## src/design/ptc_pkg.sv

```systemverilog
/*
 Shared constants of the time pulse clock: clock rates, timing counts,
 register map, field positions and panel button indexes.
 Assumes a 200 MHz system clock and a 5 MHz reference applied on a pin.
*/
package ptc_pkg;
   // Rates.
   localparam int CLK_HZ = 200_000_000;
   localparam int REF_HZ = 5_000_000;
   localparam int US_PER_S = 1_000_000;
   localparam int REF_PER_US = REF_HZ / US_PER_S;
   localparam int ACCEL_FACTOR = 5;
   // Time-of-day limits.
   localparam int SEC_PER_MIN = 60;
   localparam int MIN_PER_HOUR = 60;
   localparam int HOURS_PER_DAY = 24;
   // Pulse offset range in microseconds.
   localparam int OFFSET_MAX_US = 999_999;
   localparam int OFFSET_W = 20;
   localparam logic [19:0] OFFSET_RESET = 20'h00000;
   // Button filter and held-combination repeat times.
   localparam int DEBOUNCE_MS = 5;
   localparam int DEBOUNCE_CYCLES = DEBOUNCE_MS * (CLK_HZ / 1000);
   localparam int REPEAT_MS = 200;
   localparam int REPEAT_CYCLES = REPEAT_MS * (CLK_HZ / 1000);
   // Reference considered lost after this long with no edge (rounded down).
   localparam int REF_LOSS_NS = 1000;
   localparam int REF_LOSS_CYCLES = REF_LOSS_NS * (CLK_HZ / US_PER_S) / 1000;
   // Register byte addresses.
   localparam int ADDR_W = 4;
   localparam logic [3:0] REG_OFFSET = 4'h0;
   localparam logic [3:0] REG_TIME = 4'h4;
   localparam logic [3:0] REG_STATUS = 4'h8;
   // Time register fields.
   localparam int TIME_HOUR_LSB = 16;
   localparam int TIME_MIN_LSB = 8;
   localparam int TIME_SEC_LSB = 0;
   // Status register bits.
   localparam int ST_ERROR = 0;
   localparam int ST_REF_LOST = 1;
   localparam int ST_SELECTED = 2;
   localparam int ST_MAINS = 3;
   localparam int ST_EXT_BATT = 4;
   localparam int ST_INT_BATT = 5;
   localparam int ST_FROZEN = 6;
   // Panel button indexes.
   localparam int BTN_HOUR = 0;
   localparam int BTN_MIN = 1;
   localparam int BTN_FREEZE = 2;
   localparam int BTN_ACCEL = 3;
   localparam int BTN_REALIGN = 4;
   localparam int BTN_ALIGN = 5;
   localparam int BTN_CLEAR = 6;
   localparam int BTN_CHECK = 7;
   localparam int BTN_COUNT = 8;
endpackage
```

## src/design/ptc_clock.sv

```systemverilog
/*
 Time pulse clock: 24-hour time of day, second and minute pulses beside
 the 5 MHz reference, panel set/freeze/accelerate controls, pulse offset,
 external alignment, timing fault flag, power lamps and lamp check.
 Assumes a 200 MHz clock, asynchronous panel and reference pins, and an
 Avalon-MM master for the registers.
*/
`timescale 1ns/1ps
`default_nettype none
// Behaviour
// - Keep 24-hour hours, minutes, seconds for display.
// - Output 5 MHz reference and minute pulse.
// - Selector picks unit; only chosen unit forwarded (here it drives only the unit lamp and status bit; outputs are not gated).
// - Hour with freeze advances fast; alone steps.
// - Minute with freeze steps minutes forward.
// - Accelerate alone sets seconds.
// - Accelerate runs seconds and pulses five times faster.
// - Freeze holds time, suppresses both pulses (here an armed external align pulse still advances the seconds).
// - Realign: minute pulse next second, then sixty.
// - Pulses delayed by 0..999999 microsecond offset.
// - Align command syncs to external time pulse.
// - Minute lamp lights on each minute pulse.
// - Timing error flag set on disturbing events.
// - Clear button resets timing error flag.
// - Power lamps; no-backup only mains without batteries.
// - Indicator check forces every lamp on.
module ptc_clock #(
   parameter int REF_PER_SEC = 5_000_000,
   parameter int DEBOUNCE_CYCLES = ptc_pkg::DEBOUNCE_CYCLES,
   parameter int REPEAT_CYCLES = ptc_pkg::REPEAT_CYCLES,
   parameter bit UNIT_INDEX = 1'b0
) (
   input wire logic clock,
   input wire logic reset,
   input wire logic reference_in,
   input wire logic align_pulse_in,
   input wire logic hour_button,
   input wire logic minute_button,
   input wire logic freeze_button,
   input wire logic accelerate_button,
   input wire logic minute_realign_button,
   input wire logic external_align_button,
   input wire logic error_clear_button,
   input wire logic indicator_check_button,
   input wire logic mains_present,
   input wire logic external_battery_present,
   input wire logic internal_battery_present,
   input wire logic reference_select_switch,
   input wire logic [3:0] avs_address,
   input wire logic avs_read,
   input wire logic avs_write,
   input wire logic [31:0] avs_writedata,
   output logic [31:0] avs_readdata,
   output logic avs_waitrequest,
   output logic reference_out,
   output logic second_pulse,
   output logic minute_pulse,
   output logic [4:0] display_hours,
   output logic [5:0] display_minutes,
   output logic [5:0] display_seconds,
   output logic minute_lamp,
   output logic timing_error_lamp,
   output logic mains_power_lamp,
   output logic external_battery_lamp,
   output logic internal_battery_lamp,
   output logic no_backup_lamp,
   output logic unit_selected,
   output logic reference_lost
);
   localparam int SUB_W = $clog2(REF_PER_SEC + ptc_pkg::ACCEL_FACTOR);
   localparam int SW = SUB_W + 1;
   localparam int US_W = $clog2(ptc_pkg::REF_PER_US + 1);
   localparam int RW = $clog2(REPEAT_CYCLES + 1);
   localparam int LW = $clog2(ptc_pkg::REF_LOSS_CYCLES + 1);

   function automatic logic [5:0] wrap_inc(input logic [5:0] v, input int lim);
      wrap_inc = (v == 6'(lim - 1)) ? 6'h00 : v + 6'h01;
   endfunction

   // Pin synchronisers: reference, align pulse, three power senses, selector.
   logic [5:0] pin_s1_q, pin_s2_q;
   logic [1:0] edge_q;
   logic ref_tick, align_rise;
   always_ff @(posedge clock) begin
      if (reset) begin
         pin_s1_q <= '0;
         pin_s2_q <= '0;
         edge_q <= '0;
      end else begin
         pin_s1_q <= {reference_select_switch, internal_battery_present, external_battery_present,
                      mains_present, align_pulse_in, reference_in};
         pin_s2_q <= pin_s1_q;
         edge_q <= pin_s2_q[1:0];
      end
   end
   assign ref_tick = pin_s2_q[0] & ~edge_q[0];
   assign align_rise = pin_s2_q[1] & ~edge_q[1];

   // Buttons are filtered before they act.
   logic [ptc_pkg::BTN_COUNT-1:0] btn_db, btn_prev_q, btn_rise;
   ptc_debounce #(.WIDTH(ptc_pkg::BTN_COUNT), .STABLE_CYCLES(DEBOUNCE_CYCLES)) u_buttons (
      .clock(clock),
      .reset(reset),
      .raw({indicator_check_button, error_clear_button, external_align_button, minute_realign_button,
            accelerate_button, freeze_button, minute_button, hour_button}),
      .clean(btn_db)
   );
   always_ff @(posedge clock) begin
      if (reset) begin
         btn_prev_q <= '0;
      end else begin
         btn_prev_q <= btn_db;
      end
   end
   assign btn_rise = btn_db & ~btn_prev_q;

   logic frozen, accel, check;
   assign frozen = btn_db[ptc_pkg::BTN_FREEZE];
   assign accel = btn_db[ptc_pkg::BTN_ACCEL];
   assign check = btn_db[ptc_pkg::BTN_CHECK];

   // Held set combinations fire at once, then again every repeat period.
   logic combo, combo_prev_q, rep_fire, hr_step, min_step;
   logic [RW-1:0] rep_q;
   assign combo = frozen & (btn_db[ptc_pkg::BTN_HOUR] | btn_db[ptc_pkg::BTN_MIN]);
   assign rep_fire = combo & (~combo_prev_q | rep_q == RW'(REPEAT_CYCLES - 1));
   assign hr_step = frozen ? (btn_db[ptc_pkg::BTN_HOUR] & rep_fire) : btn_rise[ptc_pkg::BTN_HOUR];
   assign min_step = frozen & btn_db[ptc_pkg::BTN_MIN] & rep_fire;
   always_ff @(posedge clock) begin
      if (reset) begin
         combo_prev_q <= 1'b0;
         rep_q <= '0;
      end else begin
         combo_prev_q <= combo;
         rep_q <= (!combo || rep_fire) ? '0 : rep_q + RW'(1);
      end
   end

   // Second divider: counts reference edges, five at a time while accelerating.
   logic [SUB_W-1:0] sub_q;
   logic [SW-1:0] sub_sum;
   logic sub_wrap, align_arm_q, align_hit, sec_tick;
   always_comb begin
      sub_sum = {1'b0, sub_q} + (accel ? SW'(ptc_pkg::ACCEL_FACTOR) : SW'(1));
      sub_wrap = (sub_sum >= SW'(REF_PER_SEC));
   end
   assign align_hit = align_arm_q & align_rise;
   assign sec_tick = (ref_tick & ~frozen & sub_wrap) | align_hit;
   always_ff @(posedge clock) begin
      if (reset || align_hit) begin
         sub_q <= '0;
      end else if (ref_tick && !frozen) begin
         sub_q <= sub_wrap ? SUB_W'(sub_sum - SW'(REF_PER_SEC)) : SUB_W'(sub_sum);
      end
   end

   // Align command arms; the next external pulse starts a fresh second.
   always_ff @(posedge clock) begin
      if (reset || align_hit) begin
         align_arm_q <= 1'b0;
      end else if (btn_rise[ptc_pkg::BTN_ALIGN]) begin
         align_arm_q <= 1'b1;
      end
   end

   // Time of day. A set step in the same cycle as a carry takes precedence.
   logic [4:0] hours_q;
   logic [5:0] minutes_q, seconds_q;
   always_ff @(posedge clock) begin
      if (reset) begin
         hours_q <= '0;
         minutes_q <= '0;
         seconds_q <= '0;
      end else begin
         if (sec_tick) begin
            seconds_q <= wrap_inc(seconds_q, ptc_pkg::SEC_PER_MIN);
            if (seconds_q == 6'(ptc_pkg::SEC_PER_MIN - 1)) begin
               minutes_q <= wrap_inc(minutes_q, ptc_pkg::MIN_PER_HOUR);
               if (minutes_q == 6'(ptc_pkg::MIN_PER_HOUR - 1)) begin
                  hours_q <= 5'(wrap_inc({1'b0, hours_q}, ptc_pkg::HOURS_PER_DAY));
               end
            end
         end
         if (min_step) begin
            minutes_q <= wrap_inc(minutes_q, ptc_pkg::MIN_PER_HOUR);
         end
         if (hr_step) begin
            hours_q <= 5'(wrap_inc({1'b0, hours_q}, ptc_pkg::HOURS_PER_DAY));
         end
      end
   end

   // Minute pulse counter, restarted by the realign command.
   logic [5:0] min_cnt_q;
   logic realign_arm_q, min_tick;
   assign min_tick = sec_tick & (realign_arm_q | min_cnt_q == 6'(ptc_pkg::SEC_PER_MIN - 1));
   always_ff @(posedge clock) begin
      if (reset) begin
         min_cnt_q <= '0;
         realign_arm_q <= 1'b0;
      end else begin
         if (sec_tick) begin
            min_cnt_q <= realign_arm_q ? 6'h00 : wrap_inc(min_cnt_q, ptc_pkg::SEC_PER_MIN);
            realign_arm_q <= 1'b0;
         end
         if (btn_rise[ptc_pkg::BTN_REALIGN]) begin
            realign_arm_q <= 1'b1;
         end
      end
   end

   // Offset delay in microsecond steps of real reference time, even when accelerated.
   // A new boundary before a pending pulse has fired restarts the delay.
   logic [19:0] offset_q, dly_q;
   logic [US_W-1:0] us_q;
   logic pend_sec_q, pend_min_q, us_wrap, fire_now, delay_done, fire_sec, fire_min;
   assign us_wrap = ref_tick & (us_q == US_W'(ptc_pkg::REF_PER_US - 1));
   assign fire_now = sec_tick & (offset_q == '0);
   assign delay_done = pend_sec_q & us_wrap & (dly_q == 20'h00001);
   assign fire_sec = fire_now | delay_done;
   assign fire_min = (fire_now & min_tick) | (delay_done & pend_min_q);
   always_ff @(posedge clock) begin
      if (reset) begin
         dly_q <= '0;
         us_q <= '0;
         pend_sec_q <= 1'b0;
         pend_min_q <= 1'b0;
      end else if (sec_tick && offset_q != '0) begin
         dly_q <= offset_q;
         us_q <= '0;
         pend_sec_q <= 1'b1;
         pend_min_q <= min_tick;
      end else begin
         if (ref_tick) begin
            us_q <= us_wrap ? '0 : us_q + US_W'(1);
         end
         if (us_wrap && pend_sec_q) begin
            dly_q <= dly_q - 20'h00001;
         end
         if (delay_done) begin
            pend_sec_q <= 1'b0;
            pend_min_q <= 1'b0;
         end
      end
   end

   // Pulse outputs are gated by freeze at the last stage.
   logic second_pulse_q, minute_pulse_q, ref_out_q, lamp_hold_q;
   always_ff @(posedge clock) begin
      if (reset) begin
         second_pulse_q <= 1'b0;
         minute_pulse_q <= 1'b0;
         ref_out_q <= 1'b0;
         lamp_hold_q <= 1'b0;
      end else begin
         second_pulse_q <= fire_sec & ~frozen;
         minute_pulse_q <= fire_min & ~frozen;
         ref_out_q <= pin_s2_q[0];
         if (fire_min && !frozen) begin
            lamp_hold_q <= 1'b1;
         end else if (fire_sec && !frozen) begin
            lamp_hold_q <= 1'b0;
         end
      end
   end

   // Reference watchdog; terminals must leave MSK while this is high.
   logic [LW-1:0] loss_q;
   logic ref_lost_q, lost_prev_q, mains_prev_q, err_event, err_q;
   always_ff @(posedge clock) begin
      if (reset || ref_tick) begin
         loss_q <= '0;
      end else if (loss_q != LW'(ptc_pkg::REF_LOSS_CYCLES)) begin
         loss_q <= loss_q + LW'(1);
      end
   end

   // Timing fault: reference loss, freeze, or loss of mains. Set wins over clear.
   assign err_event = (ref_lost_q & ~lost_prev_q) | btn_rise[ptc_pkg::BTN_FREEZE] | (mains_prev_q & ~pin_s2_q[2]);
   always_ff @(posedge clock) begin
      if (reset) begin
         ref_lost_q <= 1'b0;
         lost_prev_q <= 1'b0;
         mains_prev_q <= 1'b0;
         err_q <= 1'b0;
      end else begin
         ref_lost_q <= (loss_q == LW'(ptc_pkg::REF_LOSS_CYCLES));
         lost_prev_q <= ref_lost_q;
         mains_prev_q <= pin_s2_q[2];
         if (err_event) begin
            err_q <= 1'b1;
         end else if (btn_db[ptc_pkg::BTN_CLEAR]) begin
            err_q <= 1'b0;
         end
      end
   end

   // Panel lamps; the check button overrides every one.
   logic [6:0] lamps_q;
   logic unit_sel_q;
   always_ff @(posedge clock) begin
      if (reset) begin
         lamps_q <= '0;
         unit_sel_q <= 1'b0;
      end else begin
         unit_sel_q <= (pin_s2_q[5] == UNIT_INDEX);
         lamps_q[0] <= check | lamp_hold_q;
         lamps_q[1] <= check | err_q;
         lamps_q[2] <= check | pin_s2_q[2];
         lamps_q[3] <= check | (~pin_s2_q[2] & pin_s2_q[3]);
         lamps_q[4] <= check | (~pin_s2_q[2] & ~pin_s2_q[3] & pin_s2_q[4]);
         lamps_q[5] <= check | (pin_s2_q[2] & ~pin_s2_q[3] & ~pin_s2_q[4]);
         lamps_q[6] <= check | unit_sel_q;
      end
   end

   // Avalon slave: one wait cycle, then the answer; writes land on the next edge, the one that ends the answer cycle.
   logic wait_q;
   logic [31:0] rdata_q, rd_d;
   always_comb begin
      rd_d = 32'h00000000;
      unique case (avs_address)
         ptc_pkg::REG_OFFSET: rd_d[19:0] = offset_q;
         ptc_pkg::REG_TIME: begin
            rd_d[ptc_pkg::TIME_HOUR_LSB +: 5] = hours_q;
            rd_d[ptc_pkg::TIME_MIN_LSB +: 6] = minutes_q;
            rd_d[ptc_pkg::TIME_SEC_LSB +: 6] = seconds_q;
         end
         ptc_pkg::REG_STATUS: begin
            rd_d[ptc_pkg::ST_ERROR] = err_q;
            rd_d[ptc_pkg::ST_REF_LOST] = ref_lost_q;
            rd_d[ptc_pkg::ST_SELECTED] = unit_sel_q;
            rd_d[ptc_pkg::ST_MAINS] = pin_s2_q[2];
            rd_d[ptc_pkg::ST_EXT_BATT] = pin_s2_q[3];
            rd_d[ptc_pkg::ST_INT_BATT] = pin_s2_q[4];
            rd_d[ptc_pkg::ST_FROZEN] = frozen;
         end
         default: rd_d = 32'h00000000;
      endcase
   end
   always_ff @(posedge clock) begin
      if (reset) begin
         wait_q <= 1'b1;
         rdata_q <= '0;
         offset_q <= ptc_pkg::OFFSET_RESET;
      end else begin
         if ((avs_read || avs_write) && wait_q) begin
            wait_q <= 1'b0;
            rdata_q <= avs_read ? rd_d : 32'h00000000;
         end else begin
            wait_q <= 1'b1;
         end
         if (avs_write && !wait_q && avs_address == ptc_pkg::REG_OFFSET) begin
            offset_q <= (avs_writedata > 32'(ptc_pkg::OFFSET_MAX_US)) ? 20'(ptc_pkg::OFFSET_MAX_US)
                        : avs_writedata[19:0];
         end
      end
   end

   assign avs_readdata = rdata_q;
   assign avs_waitrequest = wait_q;
   assign reference_out = ref_out_q;
   assign second_pulse = second_pulse_q;
   assign minute_pulse = minute_pulse_q;
   assign display_hours = hours_q;
   assign display_minutes = minutes_q;
   assign display_seconds = seconds_q;
   assign minute_lamp = lamps_q[0];
   assign timing_error_lamp = lamps_q[1];
   assign mains_power_lamp = lamps_q[2];
   assign external_battery_lamp = lamps_q[3];
   assign internal_battery_lamp = lamps_q[4];
   assign no_backup_lamp = lamps_q[5];
   assign unit_selected = lamps_q[6];
   assign reference_lost = ref_lost_q;
endmodule
`default_nettype wire

```

## src/design/ptc_debounce.sv

```systemverilog
/*
 Button filter: two-flop synchroniser per bit, then a bit follows its
 input only after two equal samples taken a full sample period apart.
 Assumes raw inputs are asynchronous pins of any bounce.
*/
`timescale 1ns/1ps
`default_nettype none
module ptc_debounce #(
   parameter int WIDTH = 8,
   parameter int STABLE_CYCLES = ptc_pkg::DEBOUNCE_CYCLES
) (
   input wire logic clock,
   input wire logic reset,
   input wire logic [WIDTH-1:0] raw,
   output logic [WIDTH-1:0] clean
);
   localparam int CW = $clog2(STABLE_CYCLES + 1);
   logic [WIDTH-1:0] s1_q;
   logic [WIDTH-1:0] s2_q;
   logic [WIDTH-1:0] sample_q;
   logic [WIDTH-1:0] clean_q;
   logic [CW-1:0] cnt_q;
   logic tick;

   assign tick = (cnt_q == CW'(STABLE_CYCLES - 1));
   assign clean = clean_q;

   // Synchroniser; the first stage feeds only the second.
   always_ff @(posedge clock) begin
      if (reset) begin
         s1_q <= '0;
         s2_q <= '0;
      end else begin
         s1_q <= raw;
         s2_q <= s1_q;
      end
   end

   // Sample period counter shared by all bits, which saves area.
   always_ff @(posedge clock) begin
      if (reset || tick) begin
         cnt_q <= '0;
      end else begin
         cnt_q <= cnt_q + CW'(1);
      end
   end

   // A bit changes only when two samples agree, so bounce shorter than a period is lost.
   always_ff @(posedge clock) begin
      if (reset) begin
         sample_q <= '0;
         clean_q <= '0;
      end else if (tick) begin
         sample_q <= s2_q;
         clean_q <= (~(s2_q ^ sample_q) & s2_q) | ((s2_q ^ sample_q) & clean_q);
      end
   end
endmodule
`default_nettype wire

```

## config.mk

```make
export PLATFORM = sky130hd
export DESIGN_NAME = ptc_clock
export DESIGN_NICKNAME = d
export VERILOG_FILES = /design/src/design/ptc_pkg.sv /design/src/design/ptc_clock.sv /design/src/design/ptc_debounce.sv
export SDC_FILE = /design/constraint.sdc
export NUM_CORES = 1
export LEC_CHECK = 0
export ABC_AREA = 0
export ABC_CLOCK_PERIOD_IN_PS = 3480
export BUFFER_PORTS_ARGS = -buffer_cell sky130_fd_sc_hd__buf_2
export CAP_MARGIN = 20
export CORE_MARGIN = 3
export CORE_UTILIZATION = 45
export DETAILED_ROUTE_END_ITERATION = 12
export PLACE_DENSITY = 0.67
export SYNTH_ARGS = -nofsm -noshare
export SYNTH_HDL_FRONTEND = slang
export SYNTH_HIERARCHICAL = 1
export SYNTH_SLANG_ARGS = --single-unit
```

## constraint.sdc

```tcl
create_clock -name clock -period 3.48 [get_ports clock]
set_input_delay 0.348 -clock clock [delete_from_list [all_inputs] [get_ports clock]]
set_output_delay 0.348 -clock clock [all_outputs]
set_load 0.05 [all_outputs]
```

[Word-level counts from Yosys, hierarchy flattened]
Cells that the tools add are included.
Operators by class
  $add $sub $neg: 11
  order comparisons: 2
  equal/unequal tests: 12
  multiplexer cells: 37
  bitwise operators: 57
  reduce and logical (&&, ||, !) cells: 33
Operators with widths (count)
  20-bit 2-to-1 mux: 3
  6-bit 2-to-1 mux: 7
  32-bit by 20-bit > comparator with 1-bit output (second input constant): 1
  26-bit by 1-bit adder with 26-bit output (second input constant): 1
  1-bit bitwise AND: 26
  26-bit == test (second input constant): 1
  5-bit 2-to-1 mux: 5
  23-bit by 3-bit adder with 24-bit output: 1
  24-bit by 23-bit >= comparator with 1-bit output (second input constant): 1
  23-bit 2-to-1 mux: 1
  23-bit subtractor (second input constant): 1
  21-bit 2-to-1 mux: 1
  20-bit by 1-bit adder with 20-bit output (second input constant): 1
  20-bit by 1-bit == test with 1-bit output (second input constant): 1
  20-bit == test (second input constant): 1
  20-bit logical NOT: 1
  2-bit nonzero test: 10
  20-bit nonzero test: 1
  20-bit by 1-bit subtractor with 20-bit output (second input constant): 1
  6-bit by 1-bit adder with 6-bit output (second input constant): 3
  6-bit == test (second input constant): 3
  6-bit case mux with 3 select lines: 1
  8-bit bitwise AND: 2
  1-bit bitwise OR: 15
  other kinds (28): 63
Storage, ports and cells
  register bits: 249
  bits of input ports: 54
  output and inout bits: 61
  logic and storage cells: 188

[Logic depth before layout (Yosys ltp)]
Gate-level depths: netlist (run 1).
  depth after elaboration: 10
  gate-level depth with buffers: 17
  gate-level depth less buffers: 13

[Hierarchy]
The synthesis (run 1) kept the hierarchy.
Modules (own cells, without submodules)
  ptc_clock: instances 1, cells an instance 1050, area each 9016.1 µm², seq. area each 3663.5 µm²
  ptc_debounce: instances 1, cells an instance 222, area each 2024.4 µm², seq. area each 1041.0 µm²

[Worst setup path after synthesis (run 1)]
No wires, ideal clock.
  path kind: reg-to-reg
  from: register sub_q[0]
  to: register sub_q[9]
  library setup time: 0.070 ns
  data arrival time: 3.252 ns
  required time: 3.410 ns
  setup slack: 0.158 ns
  cell stages (with the launch flop): 15
  path buffers: 1
  period minus slack after synthesis: 3.322 ns
  cells stage by stage: dfxtp_1 > ha_1 > a21oi_2 > buf_6 > nor2_1 > xor2_1 > ha_1 > nand2_1 > o31ai_2 > a311oi_2 > o22ai_4 > nand2_4 > a211o_1 > or4_1 > a21oi_1
Between the ends
  cells in the longest elaborated chain, start to end: 3
  elaborated cells between the ends (all ways): 4
  classes of those cells: add/sub (2); order compare (1); mux (1)
RTL lines
  from (decl): RTL line ptc_clock.sv:140  | logic [SUB_W-1:0] sub_q;
  from (signal assigned): RTL line ptc_clock.sv:153  | sub_q <= sub_wrap ? SUB_W'(sub_sum - SW'(REF_PER_SEC)) : SUB_W'(sub_sum);
  23-bit by 3-bit adder with 24-bit output *: RTL line ptc_clock.sv:144  | sub_sum = {1'b0, sub_q} + (accel ? SW'(ptc_pkg::ACCEL_FACTOR) : SW'(1));
  23-bit subtractor or 24-bit by 23-bit >= comparator with 1-bit output (tied branches): RTL line ptc_clock.sv:153, ptc_clock.sv:145
  23-bit 2-to-1 mux *: RTL line ptc_clock.sv:153
Every way passes the cells marked *; elsewhere a longest branch is shown, timed or not.
A chain may end at the register's enable or synchronous reset.

==> results of run 1 <==
## layout by cell type, fill, tap and decap left out, types with 8 or more instances in the layout
cell           instances
o31ai_1               12
or4_1                  9
or3_1                 19
nor2_1               168
mux2i_1               16
nand3b_1               8
a21oi_1               53
nor2b_1               46
a211oi_1              21
inv_1                 24
nor4_1                26
nand2_1               83
dfxtp_1              231
clkbuf_16             27
a31oi_1               19
buf_2                102
a22oi_1               21
nor3_1                24
xor2_1                39
conb_1                11
o221a_2               12
and3_1                17
dlygate4sd3_1         10
a222oi_1              10
buf_4                 35
nand2b_1               9
o21ai_0               59
xnor2_1               44
nand3_1               58
or2_2                  8
ha_1                  14
nand4_1               27
## cell usage after synthesis, drive strengths merged (9+ instances only)
| library cell | n |
|---|---|
| dfxtp | 235 |
| nor2 | 172 |
| nand2 | 85 |
| o21ai | 62 |
| nand3 | 61 |
| a21oi | 57 |
| nor2b | 46 |
| xnor2 | 46 |
| buf | 40 |
| clkbuf | 40 |
| xor2 | 40 |
| nor4 | 30 |
| nand4 | 28 |
| inv | 24 |
| nor3 | 24 |
| a211oi | 22 |
| a22oi | 21 |
| a31oi | 21 |
| or3 | 19 |
| and3 | 17 |
| ha | 17 |
| mux2i | 16 |
| o31ai | 14 |
| o221a | 12 |
| a222oi | 10 |
| or4 | 10 |
| nand2b | 9 |
## area by class of cell
type	instances	area share (%)
multi-input cells	942	45.7
inverters	25	0.716
flip-flops and latches	235	35.9
clock buffers	32	5.36
clock inverters	16	1.84
repair buffers	152	7.39
well taps	319	3.04
## power groups by stage
stage	clock [µW]	sequential (µW)	combinational, µW
floorplan	0	2810	136
global placement	0	2800	207
detailed placement	0	2800	208
CTS	3030	2740	217
global route	3140	2750	240
finish	2950	2740	219
## state kept, by name, summed over array words and instances, names as in the netlist, 2 cells and up, named ones only
| register | cells |
|---|---|
| display_minutes | 6 |
| display_seconds | 6 |
| u_buttons/s1_q | 8 |
| lamps_q | 7 |
| sub_q | 23 |
| min_cnt_q | 6 |
| offset_q | 20 |
| edge_q | 2 |
| pin_s1_q | 6 |
| rep_q | 26 |
| btn_prev_q | 4 |
| u_buttons/cnt_q | 20 |
| u_buttons/s2_q | 8 |
| us_q | 3 |
| display_hours | 5 |
| loss_q | 8 |
| pin_s2_q | 6 |
| avs_readdata | 21 |
| dly_q | 20 |
| u_buttons/sample_q | 8 |
## kinds of logic after synthesis
kind of cell	Yosys count	share of synthesized area, %
other cells	1	0.0340
flops	235	42.6
compound gates	263	16.6
mux	21	1.96
simple gates	544	25.6
fa+ha+maj	17	1.93
xor+xnor	86	6.82
buf+inv	105	4.50
## per-stage QoR
step	worst slack (ps)	hold WS, ps	cells	util (%)	cell area, µm²
after floorplan	158	363	1282	-	11100
after global placement	99.8	376	1654	49.8	11900
after detailed placement	15.5	378	1654	49.8	11900
after CTS	1.38	1.02	1712	54.1	12900
after global routing	-97.5	31.3	1721	55.1	13100
final	122	26.4	1721	55.1	13100
## worst paths after layout
kind	to	cells past startpoint
hold / removal	pin_s1_q[2]$_SDFF_PP0_	2
hold reg to reg	unit_sel_q$_SDFF_PP0_	1
setup / recovery	sub_q[9]$_SDFFE_PP0P_	13
setup reg to reg	sub_q[9]$_SDFFE_PP0P_	13
## layer usage
metal	vias up	part of all wire (%)	track usage, %
met5	-	0	0
met4	0	2.8	5.96
met1	4478	47	27.3
met2	245	44	30.1
met3	48	5.7	3.15
li1	4782	-	-
## what timing repair did
action | 4_1_cts | 5_1_grt
hold buffers | 10 | 0
buffers inserted | 0 | 8
hold endpoints to repair | 10 | 0
gates cloned | 0 | 1
endpoints found under the setup margin | 2 | 58
pin swaps | 1 | 14
gates resized for setup | 0 | 25
==> metrics.md, run 1 <==
| Metric | Value |
|---|---|
| Status | finished, final reports clean |
| FF/Latch Area | 4710 µm² |
| Top_reg_cell synth | dfxtp_1 |
| Most frequent cell on the critical path | a21oi_2 |
| Async SR Flop Fraction | 0% |
| Mapped Cells | 1272 |
| Final setup violation count | 0 |
| Critical path arrival | 3830 ps |
| Core area | roughly 24000 µm² |
| Die width | 163 µm |
| Clock transition at path regs | 60 ps |
| Io pins | 115 |
| Initial antenna violation count | 0 |
| Area growth syn-to-layout | 18.8% |
| Initial Utilization | 46.3% |
| Hold Vio Cnt, Final | 0 |
| Crit path largest cell delay | 500 ps |
| Routed len/inst | 15.5 µm |
| Reg2Reg Setup Slack | roughly 120 ps |
| Worst hold start | mains_present |
| Setup TNS Final | 0 ps |
| Worst VDD drop | 328 µV |
| Die height | about 160 µm |
| Critical path class | flop to flop |
| Root buffer cell | clkbuf_16 |
| Final period util | 96.5% |
| Fin. max-slew vios | 0 |
| Top delay family on crit path | compound AO/OA/AOI/OAI gates |
| # clock sinks | 235 |
| Netlist cell types | 82 |
| CTS tree | yes |
| Vias in the first global route | 8696 |
| Number of synthesized flops with an enable pin | 0 |
| DR pass1 iterations | 7 |
| Combinational share of power | 3.7% |
| Clock Path Buffers | 3 |
| Slew margin rel. | 37.0% |
| Switch Pwr | between 1000 and 1500 µW |
| Die area | 26500 µm² |
| Antenna viol nets, final | 0 |
| Area leader, netlist | dfxtp_1 |
| Yosys synthesis warning count | 6 |
| Setup crit start kind | flop |
| Synth area leaders | dfxtp_1 43%, nor2_1 5.8%, xnor2_1 3.6%, xor2_1 3.2%, nand2_1 2.9% |
| P_int | around 4600 µW |
| Sw frac | 22.0% |
| Placer Congestion | approximately 0.88 |
| MaxCap Viol Count | 0 |
| Overall routing resource usage | ~19% |
| Total gr overflow | 0 |
| Overall power | 5920 µW |
| LEAKAGE | 0.00491 µW |
| Pin count of the biggest net entering global routing | 106 |
| Max FO, Critical Path | 10 |
| Post-DP HPWL | between 15 and 20 mm |
| Syn avg cell area | 8.68 µm² |
| CP bufs+invs | 2 |
| I/O Buffers | 103 |
| Hold Crit Class | primary input to flop |
| Drt drc | 0 |
| Critical-path top delay cell | or4_1 |
| Area of the multi-input gates | around 6000 µm² |
| Via Count | 9553 |
| Drt initial violations | 773 |
| Flop pwr share | 46.4% |
| Worst-Margin Slew | 943 ps |
| Max Clock Freq | just under 300 MHz |
| Worst endpoint required time | roughly 4000 ps |
| Min Tclk post-route | 3360 ps |
| H-tree depth | 1 |
| Routed wire length | about 27 mm |
| Total CTS buffers | 26 |
| Worst-skew pair later-pin latency | 540 ps |
| Worst Skew | approximately 18 ps |
| Mapped cell area | 11000 µm² |
| Yosys reg bits | roughly 240 |
| Global-route wire length before repair | about 43 mm |
| Clock power frac | around 50% |
| Drt via density | 5.55 |
| Filler cells | ~2200 |
| Cell Rows | 56 |
| Yosys top cell area share | 42.6% |
| Worst setup EP type | flop |
| Antenna cell count | 0 |
| Crit-path cells | ha_2 -> a21oi_2 -> buf_4 -> nor4_1 -> a2bb2oi_2 -> a21oi_2 -> a311oi_2 -> o22ai_4 -> buf_12 -> nand2_4 -> a211o_1 -> or4_1 -> a21oi_1 |
| Nets@finish | roughly 1500 |
| Register area share after synthesis | 42.6% |
| Share of layout cells above drive strength 1 | 18.4% |
| PD cells | 451 nW/µm² |
No activity file was read; power rests on OpenSTA's default activity.
==> run 2, diff against run 1 <==
--- a/config.mk
+++ b/config.mk
@@ -11,7 +11,10 @@
 export CAP_MARGIN = 20
 export CORE_MARGIN = 3
 export CORE_UTILIZATION = 45
+export CTS_CLUSTER_SIZE = 25
 export DETAILED_ROUTE_END_ITERATION = 12
+export HOLD_SLACK_MARGIN = 0.06
+export MAX_ROUTING_LAYER = met4
 export PLACE_DENSITY = 0.67
 export SYNTH_ARGS = -nofsm -noshare
 export SYNTH_HDL_FRONTEND = slang
==> run 2 against run 1 <==
  * Via count decreased by 0.12%
  * Final area decreased by 0.35%
  * Routed wire length decreased by 0.23%
  * First-iteration DRC count decreased by 28%
  * Combinational power about the same
  * Flip-flop and latch count unchanged
  * Utilization decreased by 0.19 points
  * Critical path type unchanged
  * Critical endpoint is now dly_q[10]$_SDFFE_PP0P_
  * Largest cell class unchanged
==> metrics.md, run 2 (synthesized netlist as in run 1, its figures left out) <==
| Metric | Value |
|---|---|
| Global route hottest layer | met2 |
| DR pass1 iterations | 5 |
| Critical path arrival | between 3000 and 4000 ps |
| PD cells | between 400 and 500 nW/µm² |
| Min Tclk post-route | 3330 ps |
| Core area | 23800 µm² |
| Met2 Usage GRT | 29.5% |
| Setup crit start kind | flop |
| Max reg flops | 26 |
| Routed len/inst | 15.5 µm |
| Most flops, register | rep_q |
| Cells after DPL | 1656 |
| Total CTS buffers | 25 |
| Initial antenna violation count | 0 |
| Slew margin rel. | a little over a third |
| Placed Area | 11900 µm² |
| Die width | 163 µm |
| Antenna viol nets, final | 0 |
| H-tree depth | 1 |
| Most common cell after layout, fill and taps aside | dfxtp_1 |
| Worst hold slack | 84.1 ps |
| Die area | 26500 µm² |
| Pin count of the biggest net entering global routing | approximately 110 |
| Worst VDD drop | 345 µV |
| I/O Buffers | 103 |
| Initial Utilization | 46.3% |
| Worst Skew | around 15 ps |
| Via Count | ~9500 |
| Overall power | approximately 5700 µW |
| Area growth syn-to-layout | 18.4% |
| Met1 usage | 27.5% |
| Vias in the first global route | 8518 |
| MaxCap Viol Count | 0 |
| # clock sinks | about 240 |
| Total gr overflow | 0 |
| Setup TNS Final | 0 ps |
| Final period util | 95.8% |
| Antenna cell count | 0 |
| Drt initial violations | 559 |
| Finished Layout Cells | 1724 |
| Hold Vio Cnt, Final | 0 |
| Nets@finish | about 1500 |
| Most frequent cells in the layout | 232 x dfxtp_1, 169 x nor2_1, 102 x buf_2 |
| Worst endpoint required time | about 3900 ps |
| Cell Rows | 56 |
| Fin. max-slew vios | 0 |
| Critical path class | flop to flop |
| Reg2Reg Setup Slack | around 150 ps |
| Clock Path Buffers | 3 |
| Worst-Margin Slew | 967 ps |
| Root buffer cell | clkbuf_16 |
| Status | finished, final reports clean |
| Final instance area | 13100 µm² |
| Clock transition at path regs | 60 ps |
| Placer Congestion | 0.921 |
| Hold Crit Class | primary input to flop |
| Worst-skew pair later-pin latency | between 500 and 600 ps |
| Global-route wire length before repair | ~42 mm |
| Drt drc | 0 |
| Routed wire length | 26.7 mm |
| Die height | 163 µm |
| Drt via density | 5.53 |
| Max FO, Critical Path | 21 |
| Final setup violation count | 0 |
| Met3 GRT Util | approximately 2.7% |
| Share of layout cells above drive strength 1 | 18.2% |
| Io pins | 115 |
| Overall routing resource usage | 19.5% |
| CTS tree | yes |
| Worst setup EP type | flop |
| LEAKAGE | a little under 0.005 µW |
| Post-DP HPWL | 18.5 mm |
| Max Clock Freq | ~300 MHz |
| Filler cells | 2185 |
run 2: worst max-delay path, stage by stage, from the launching register on:
cell and delay (ps):
dfxtp_1 330, ha_4 300, a21oi_2 70, buf_4 180, nor4_4 320, xnor2_1 200, and2b_1 230, a311oi_2 330
o22ai_4 190, buf_4 170, a31o_2 290, nand2_2 140, buf_12 170, nor2_1 50, a311oi_1 240
run 2: final timing paths:
check,from,end,cells past startpoint
setup / recovery,sub_q[2]$_SDFFE_PP0P_,dly_q[10]$_SDFFE_PP0P_,14
hold / removal,avs_writedata[15],offset_q[15]$_SDFFE_PP0P_,3
setup reg to reg,sub_q[2]$_SDFFE_PP0P_,dly_q[10]$_SDFFE_PP0P_,14
hold reg to reg,pin_s2_q[5]$_SDFF_PP0_,unit_sel_q$_SDFF_PP0_,1
run 2: per-layer routing:
metal,wire length [µm],part of all wire [%],vias to the layer above
li1,-,-,4783
met1,12800,48,4495
met2,11800,44,211
met3,1310,4.9,53
met4,738,2.8,0
met5,0,0,-
run 2: stage by stage:
stage,util (%),setup WS (ps)
floorplan,-,158
global placement,49.8,118
detailed placement,49.8,38.1
CTS,54.0,7.36
global route,54.9,-59.2
finish,54.9,147
run 2: final cells by class:
type	instances	area [µm²]	area share, %
repair buffers	159	1040	7.93
clock inverters	11	129	0.986
well taps	319	399	3.05
flip-flops and latches	235	4710	36.0
multi-input cells	942	5980	45.7
clock buffers	33	726	5.55
inverters	25	93.8	0.718
run 2: what timing repair did:
| action | CTS | global route |
|---|---|---|
| hold buffers | 14 | 0 |
| setup endpoints to repair | 0 | 56 |
| setup buffers | 0 | 9 |
| gates resized for setup | 0 | 22 |
| hold endpoints to repair | 14 | 0 |
run 2: report_power, final:
| group | switching, µW | internal [µW] |
|---|---|---|
| sequential | 24.5 | 2720 |
| combinational | 145 | 77.0 |
| clock | 1100 | 1620 |
| total | 1270 | 4420 |
